**config.mk**
```make
export PLATFORM = sky130hd
export DESIGN_NAME = i2s_audio_port
export DESIGN_NICKNAME = d
export VERILOG_FILES = /design/src/logic/i2s_port_pkg.sv /design/src/logic/i2s_audio_port.sv
export SDC_FILE = /design/constraint.sdc
export NUM_CORES = 1
export LEC_CHECK = 0
export BUFFER_PORTS_ARGS = -buffer_cell sky130_fd_sc_hd__buf_4
export CELL_PAD_IN_SITES_DETAIL_PLACEMENT = 0
export CELL_PAD_IN_SITES_GLOBAL_PLACEMENT = 1
export CORE_UTILIZATION = 39
export DETAILED_ROUTE_END_ITERATION = 10
export GPL_TIMING_DRIVEN = 0
export HOLD_SLACK_MARGIN = 0.02
export PLACE_DENSITY = 0.68
export SYNTH_ARGS = -nofsm -noshare
export SYNTH_HDL_FRONTEND = slang
export SYNTH_SLANG_ARGS = --single-unit
export TNS_END_PERCENT = 30
```
**constraint.sdc**
```tcl
create_clock -name clk_sys_i -period 4.4 [get_ports clk_sys_i]
set_clock_uncertainty 0.2 [all_clocks]
set_input_delay 0.66 -clock clk_sys_i [delete_from_list [all_inputs] [get_ports clk_sys_i]]
set_output_delay 0.66 -clock clk_sys_i [all_outputs]
set_load 0.005 [all_outputs]
```
**src/logic/i2s_port_pkg.sv**
```systemverilog
/*
 * Shared constants for the dual serial audio port.
 * Assumes a 200 MHz system clock; link pins are sampled synchronously.
 */
package i2s_port_pkg;
	localparam int WORD_BITS = 16;
	localparam int PORT_COUNT = 2;
	localparam int FRAME_SHORT = 32;
	localparam int FRAME_LONG = 50;
	localparam int HALF_SHORT = FRAME_SHORT / 2;
	localparam int HALF_LONG = FRAME_LONG / 2;
	// Fractional divider: phase accumulator steps by N, wraps at M
	localparam int ACC_BITS = 16;
	localparam logic [ACC_BITS-1:0] DIV_N_SHORT = 16'h00F0;
	localparam logic [ACC_BITS-1:0] DIV_N_LONG = 16'h0177;
	localparam logic [ACC_BITS-1:0] DIV_M = 16'h3D09;
	localparam logic [5:0] HALF_SHORT_CNT = 6'h10;
	localparam logic [5:0] HALF_LONG_CNT = 6'h19;
	localparam logic [WORD_BITS-1:0] WORD_RST = 16'h0000;
endpackage

```
**src/logic/i2s_audio_port.sv**
```systemverilog
/*
 * Two independent I2S audio ports, master or slave each.
 * Each port carries a 16-bit left and right word per frame, MSB first.
 * Master mode rates come from the divider constants of the package.
 * Assumes external link pins are synchronous to clk_sys_i (already
 * conditioned) and that slave bit clock stays below 3.072 MHz.
 * The parallel side supplies transmit words when tx_load_o pulses and
 * takes received words when rx_valid_o pulses.
 * Pin output enables are high while the port drives the pin.
 */
`timescale 1ns/1ps
// How it works
// - Two ports exist and each runs on its own mode, clock and data.
// - Master drives clock and select, slave takes both; data always out.
// - Words are 16 bits with the left word MSB at the bus MSB position.
// - The MSB goes out on the falling edge one bit after a select change.
// - Word select low marks left, high marks right, both directions.
// - Output bits change on falling edges and are captured on rising edges.
// - Master frames at 48 kHz with 32 or 50 bit clocks per frame.
// - Master bit clock comes from an N over M divider of the reference.
// - Slave takes any bit clock rate, at most 3.072 MHz from outside.
module i2s_audio_port
	import i2s_port_pkg::*;
(
	input wire logic clk_sys_i,
	input wire logic rst_n_i,
	input wire logic [PORT_COUNT-1:0] master_i,
	input wire logic [PORT_COUNT-1:0] long_frame_i,
	input wire logic [PORT_COUNT-1:0] sck_i,
	output logic [PORT_COUNT-1:0] sck_o,
	output logic [PORT_COUNT-1:0] sck_oe_o,
	input wire logic [PORT_COUNT-1:0] ws_i,
	output logic [PORT_COUNT-1:0] ws_o,
	output logic [PORT_COUNT-1:0] ws_oe_o,
	output logic [PORT_COUNT-1:0] sdo_o,
	input wire logic [PORT_COUNT-1:0] sdi_i,
	input wire logic [PORT_COUNT*WORD_BITS-1:0] tx_left_i,
	input wire logic [PORT_COUNT*WORD_BITS-1:0] tx_right_i,
	output logic [PORT_COUNT-1:0] tx_load_o,
	output logic [PORT_COUNT*WORD_BITS-1:0] rx_left_o,
	output logic [PORT_COUNT*WORD_BITS-1:0] rx_right_o,
	output logic [PORT_COUNT-1:0] rx_valid_o
);

	// ------------------------------------------------------------
	// Serial shift helper
	// ------------------------------------------------------------
	function automatic logic [WORD_BITS-1:0] shift_in(
		input logic [WORD_BITS-1:0] word,
		input logic bit_in
	);
		shift_in = {word[WORD_BITS-2:0], bit_in};
	endfunction

	genvar g;
	generate
	for (g = 0; g < PORT_COUNT; g++) begin : gen_port
		// ------------------------------------------------------------
		// Master clock generation
		// ------------------------------------------------------------
		logic [ACC_BITS-1:0] acc_q, acc_d, step;
		logic [ACC_BITS:0] acc_sum;
		logic tick;
		logic msck_q, mws_q;
		logic [5:0] mcnt_q;
		logic [5:0] half_len;
		logic ws_turn;

		assign step = long_frame_i[g] ? DIV_N_LONG : DIV_N_SHORT;
		assign half_len = long_frame_i[g] ? HALF_LONG_CNT : HALF_SHORT_CNT;
		// Word select turns once per half-frame
		assign ws_turn = mcnt_q == half_len - 6'h01;
		// Tick at twice the bit rate: each tick toggles the clock
		assign acc_sum = {1'b0, acc_q} + {1'b0, step};
		assign tick = acc_sum >= {1'b0, DIV_M};
		assign acc_d = tick ? acc_sum[ACC_BITS-1:0] - DIV_M
			: acc_sum[ACC_BITS-1:0];

		// Divider and word counter sit idle in slave mode
		always_ff @(posedge clk_sys_i or negedge rst_n_i) begin
			if (!rst_n_i) begin
				acc_q <= 16'h0000;
				msck_q <= 1'b0;
				mws_q <= 1'b0;
				mcnt_q <= 6'h00;
			end else if (!master_i[g]) begin
				acc_q <= 16'h0000;
				msck_q <= 1'b0;
				mws_q <= 1'b0;
				mcnt_q <= 6'h00;
			end else begin
				acc_q <= acc_d;
				if (tick) begin
					msck_q <= ~msck_q;
					// Word select moves on the falling edge
					if (msck_q) begin
						if (ws_turn) begin
							mcnt_q <= 6'h00;
							mws_q <= ~mws_q;
						end else begin
							mcnt_q <= mcnt_q + 6'h01;
						end
					end
				end
			end
		end

		// ------------------------------------------------------------
		// Pin direction and edge detection
		// ------------------------------------------------------------
		logic sck, ws, sck_prev_q, ws_prev_q;
		logic rise, fall;

		assign sck = master_i[g] ? msck_q : sck_i[g];
		assign ws = master_i[g] ? mws_q : ws_i[g];
		assign sck_o[g] = msck_q;
		assign ws_o[g] = mws_q;
		// Output enables follow the mode
		assign sck_oe_o[g] = master_i[g];
		assign ws_oe_o[g] = master_i[g];
		// Edges are seen one system clock late
		assign rise = sck & ~sck_prev_q;
		assign fall = ~sck & sck_prev_q;

		// ------------------------------------------------------------
		// Transmit shifter
		// ------------------------------------------------------------
		logic [WORD_BITS-1:0] tx_sh_q, rx_sh_q;
		logic [WORD_BITS-1:0] rxl_q, rxr_q;
		logic [4:0] tx_cnt_q, rx_cnt_q;
		logic sdo_q, load_q, rxv_q, ws_fall_q, rx_ws_q;
		logic ws_edge, launch, rx_take, rx_last;
		logic [WORD_BITS-1:0] tx_word, rx_word;

		assign ws_edge = ws != ws_prev_q;
		// The fall after a select change launches the next word
		assign launch = fall & ws_fall_q;
		// Select as seen at that change: low selects left
		assign tx_word = ws_prev_q ? tx_right_i[g*WORD_BITS +: WORD_BITS]
			: tx_left_i[g*WORD_BITS +: WORD_BITS];

		always_ff @(posedge clk_sys_i or negedge rst_n_i) begin
			if (!rst_n_i) begin
				sck_prev_q <= 1'b0;
				ws_prev_q <= 1'b0;
				ws_fall_q <= 1'b0;
				tx_sh_q <= WORD_RST;
				tx_cnt_q <= 5'h10;
				sdo_q <= 1'b0;
				load_q <= 1'b0;
			end else begin
				sck_prev_q <= sck;
				load_q <= 1'b0;
				if (fall) begin
					ws_prev_q <= ws;
					ws_fall_q <= ws_edge;
					if (launch) begin
						tx_sh_q <= shift_in(tx_word, 1'b0);
						sdo_q <= tx_word[WORD_BITS-1];
						tx_cnt_q <= 5'h01;
						load_q <= 1'b1;
					end else if (tx_cnt_q < 5'h10) begin
						sdo_q <= tx_sh_q[WORD_BITS-1];
						tx_sh_q <= shift_in(tx_sh_q, 1'b0);
						tx_cnt_q <= tx_cnt_q + 5'h01;
					end else begin
						sdo_q <= 1'b0;
					end
				end
			end
		end

		// ------------------------------------------------------------
		// Receive shifter
		// ------------------------------------------------------------
		// Only the first sixteen rises of a word are taken
		assign rx_take = rise & (rx_cnt_q < 5'h10);
		assign rx_last = rx_take & (rx_cnt_q == 5'h0F);
		assign rx_word = shift_in(rx_sh_q, sdi_i[g]);

		always_ff @(posedge clk_sys_i or negedge rst_n_i) begin
			if (!rst_n_i) begin
				rx_sh_q <= WORD_RST;
				rx_cnt_q <= 5'h10;
				rx_ws_q <= 1'b0;
				rxl_q <= WORD_RST;
				rxr_q <= WORD_RST;
				rxv_q <= 1'b0;
			end else begin
				rxv_q <= rx_last;
				if (rx_take) begin
					rx_sh_q <= rx_word;
					rx_cnt_q <= rx_cnt_q + 5'h01;
				end
				if (rx_last && rx_ws_q) begin
					rxr_q <= rx_word;
				end
				if (rx_last && !rx_ws_q) begin
					rxl_q <= rx_word;
				end
				// New word: count from zero, tag with its select
				if (launch) begin
					rx_cnt_q <= 5'h00;
					rx_ws_q <= ws_prev_q;
				end
			end
		end

		// ------------------------------------------------------------
		// Outputs
		// ------------------------------------------------------------
		assign sdo_o[g] = sdo_q;
		assign tx_load_o[g] = load_q;
		assign rx_valid_o[g] = rxv_q;
		assign rx_left_o[g*WORD_BITS +: WORD_BITS] = rxl_q;
		assign rx_right_o[g*WORD_BITS +: WORD_BITS] = rxr_q;
	end
	endgenerate

endmodule

```
==> summary.txt <==
First-pass GRT wire length -> 42,900 um
Via count -> 8,278
Sw frac -> 35.1%
Maximum clock frequency -> 0.258 GHz
P_int -> 4.69 mW
Slew @ Worst Pin -> 1100 ps
Status -> finished clean
Clk pwr share -> 29.7%
Final GP Congestion -> 0.826
Sequential share of power -> 36.5%
Detail Placement HPWL -> 18,000 um
Post-Route Utilization -> 48.9%
Worst-Skew Late Latency -> 510 ps
Logic pwr share -> 33.8%
Initial antenna violation count -> 1
Primary FF master, synth -> dfrtp_1
Reg2Reg Setup Slack -> 530 ps
Switch Pwr -> 2.54 mW
DR DRC count -> 0
Largest net degree at the start of global routing -> 117
Yosys top cell area share -> 47.4%
Worst VDD drop -> 0.290 mV
Crit path max fanout -> 10
Post-synth EDFFs -> 0
Core area -> 26,900 um2
Hold Path Stages -> 3
FF-to-FF Start -> gen_port[1].acc_q[0]
Gr usage total -> 18.6%
Clock buffer depth -> 3
CP Capture Type -> flop
Starting density of the core -> 39.7%
Ys Warns -> 0
Leakage power -> 6.30 nW
Die ar. -> 28,000 um2
Endpoint, Worst Hold -> gen_port[1].rx_sh_q[0]
Clock-pin slew on the worst setup and hold paths -> 60 ps
Final Max Slew Viols -> 0
Max H-tree Level -> 1
WP data required -> 4620 ps
Port bufs -> 152
Netlist cell types -> 73
Die Y-Extent -> 167 um
DR vias/cell -> 5.22
Reg2reg path depth -> 11
Area growth, synth to finish -> 23.2%
Num rows -> 60
Startpoint types -> flop
Max Cap Viol -> 0
Cells after Synth -> 1,046
Final Cycle Share -> 88.0%
CTS buffer count -> 25
Critical Path AT -> 4100 ps
Top cells by area, synth -> dfrtp_1, mux2_2, nand2_1
# Post-CTS Setup Buffers -> 0
GR Overflow Total -> 0
Nets -> 1,327
RSZ-0062 raised after global routing -> false
Setup CP Type -> flop to flop
Detail Route Antenna Nets -> 0
Die Wd -> 167 um
Final wirelength -> 25,600 um
Pwr Density -> 550 nW/um2
CTS sink cnt -> 206
Root Driver -> clkbuf_16
Synth Register Bits -> 206
Terminus of the critical flop-to-flop path -> gen_port[1].mws_q
Mapped Nets -> 1,146
Layout cells sized above 1 -> 26.0%
Final setup violation count -> 0
Final hold vios -> 0
Period minus WS final -> 3870 ps
Hold path start -> sdi_i[1]
Boundary pin count -> 154
Seq/Total Area, Yosys -> 48.4%
Syn Area/Cell -> 10.2 um2
Drt pass-1 iters -> 5
Area leader, netlist -> dfrtp_1
Relative slew margins -> 26.0%
Iteration-0 DRC Markers -> 489
Syn Std Cell Area -> 10,700 um2
Worst Hold Class -> primary input to flop
Final setup TNS -> 0 ps
Async S/R FF share, synth -> 100%
Vias in the first global route -> 8,232
CTS tree -> built
Drt wl/cell -> 16.1 um
[logic make-up (layout without fill, tap and decap cells)]
family / count (synthesis) / after routing / synth area share, %
buf+inv: 93 / 292 / 3.92
mux: 108 / 108 / 11.2
flops: 206 / 206 / 48.4
fa+ha+maj: 24 / 24 / 2.96
compound gates: 226 / 226 / 14.6
simple gates: 346 / 346 / 15.4
other cells: 0 / 1 / 0
xor+xnor: 43 / 43 / 3.67
[sequential cells by signal (all words and copies together), names as in the netlist]
register,flops
gen_port.rxr_q,32
gen_port.rx_sh_q,30
gen_port.ws_prev_q,2
gen_port.ws_fall_q,2
gen_port.rxl_q,32
gen_port.mws_q,2
gen_port.tx_sh_q,30
gen_port.mcnt_q,12
gen_port.tx_cnt_q,10
gen_port.msck_q,2
gen_port.sdo_q,2
gen_port.rxv_q,2
gen_port.sck_prev_q,2
gen_port.load_q,2
gen_port.acc_q,32
gen_port.rx_cnt_q,10
gen_port.rx_ws_q,2
[worst max-delay path, stage by stage, from the launching register on]
cell       delay, ps
dfrtp_1          360
ha_1             230
fa_1             430
a21o_1           220
a211oi_1         580
nor3b_1          130
xor2_1           370
o2111ai_4        250
and2_1           220
buf_4            170
or4_1            470
a21oi_1          160
[through the flow]
| stage | total power, mW | hold WS, ps | setup WS [ps] | instance area [um2] | instances |
|---|---|---|---|---|---|
| after floorplan | 4.44 | 164 | 685 | 10700 | 1046 |
| after global placement | 5.08 | 263 | 14.4 | 12200 | 1539 |
| after detailed placement | 5.11 | 271 | 65.8 | 12300 | 1540 |
| after CTS | 7.31 | 149 | 543 | 13100 | 1586 |
| after global routing | 7.77 | 157 | 320 | 13100 | 1587 |
| final | 7.23 | 163 | 527 | 13100 | 1587 |
[power groups by stage]
stage / combinational (mW) / sequential, mW / clock, mW
after floorplan: 1.87 / 2.57 / 0
after global placement: 2.41 / 2.67 / 0
after detailed placement: 2.44 / 2.67 / 0
after CTS: 2.46 / 2.64 / 2.21
after global routing: 2.78 / 2.71 / 2.28
final: 2.44 / 2.64 / 2.15
[worst max-delay path by stage]
stage / startpoint / to / slack [ps] / depth (start not counted)
global route: gen_port[1].acc_q[0] / gen_port[1].mws_q / 320 / 11
global placement: long_frame_i[1] / gen_port[1].mws_q / 10 / 12
finish: gen_port[1].acc_q[0] / gen_port[1].mws_q / 530 / 11
floorplan: long_frame_i[0] / gen_port[0].mcnt_q[5] / 680 / 10
detailed placement: long_frame_i[1] / gen_port[1].mws_q / 70 / 12
CTS: gen_port[1].acc_q[0] / gen_port[1].mws_q / 540 / 11
[Yosys cell counts (all sizes together) (3+ instances only)]
| library cell | number |
|---|---|
| nor2 | 48 |
| nor2b | 6 |
| nand4 | 8 |
| nand2 | 160 |
| inv | 27 |
| nor3 | 27 |
| xor2 | 22 |
| clkbuf | 40 |
| nand3 | 23 |
| or3 | 9 |
| nand2b | 6 |
| o22ai | 29 |
| a211o | 3 |
| a221oi | 7 |
| a32o | 3 |
| o21a | 7 |
| o211ai | 9 |
| a21boi | 4 |
| o31ai | 9 |
| a31oi | 5 |
| dfstp | 4 |
| a211oi | 10 |
| xnor2 | 21 |
| a21o | 6 |
| and2 | 22 |
| ha | 22 |
| and3 | 10 |
| buf | 23 |
| a22oi | 13 |
| mux2i | 20 |
| or4 | 5 |
| o21ai | 56 |
| clkinv | 3 |
| nor3b | 7 |
| mux2 | 88 |
| a21oi | 46 |
| a311oi | 4 |
| dfrtp | 202 |
| o41ai | 4 |
| nand3b | 6 |
[area by class of cell]
class / count / area [um2]
multi-input combinational: 747 / 5090
clock inverter: 6 / 130
inverter: 30 / 113
sequential: 206 / 5160
antenna: 1 / 2.50
timing repair buffer: 154 / 1190
clock buffer: 39 / 728
buffer: 63 / 305
fill: 2581 / 13700
tap: 341 / 427
[what timing repair did]
item                                   4_1_cts  5_1_grt
hold buffers                                 1        0
gates resized for setup                      0        0
endpoints found under the hold margin       33        0
[layer usage]
metal	vias up	global-route usage (%)	wire length [um]
li1	4091	-	-
met1	4010	26.7	12300
met2	152	30.0	12000
met3	25	2.32	1040
met4	0	4.19	316
met5	-	0	0
[placed cells by master (no fill, tap or decap), types with 25 or more instances in the layout]
cell / count
buf_4: 166
clkbuf_1: 49
inv_1: 27
o21ai_0: 50
nor3_1: 27
nor2_1: 47
clkbuf_16: 25
mux2_2: 88
a21oi_1: 45
nand2_1: 159
o22ai_1: 29
dfrtp_1: 202
(Power assumes the default switching activity.)
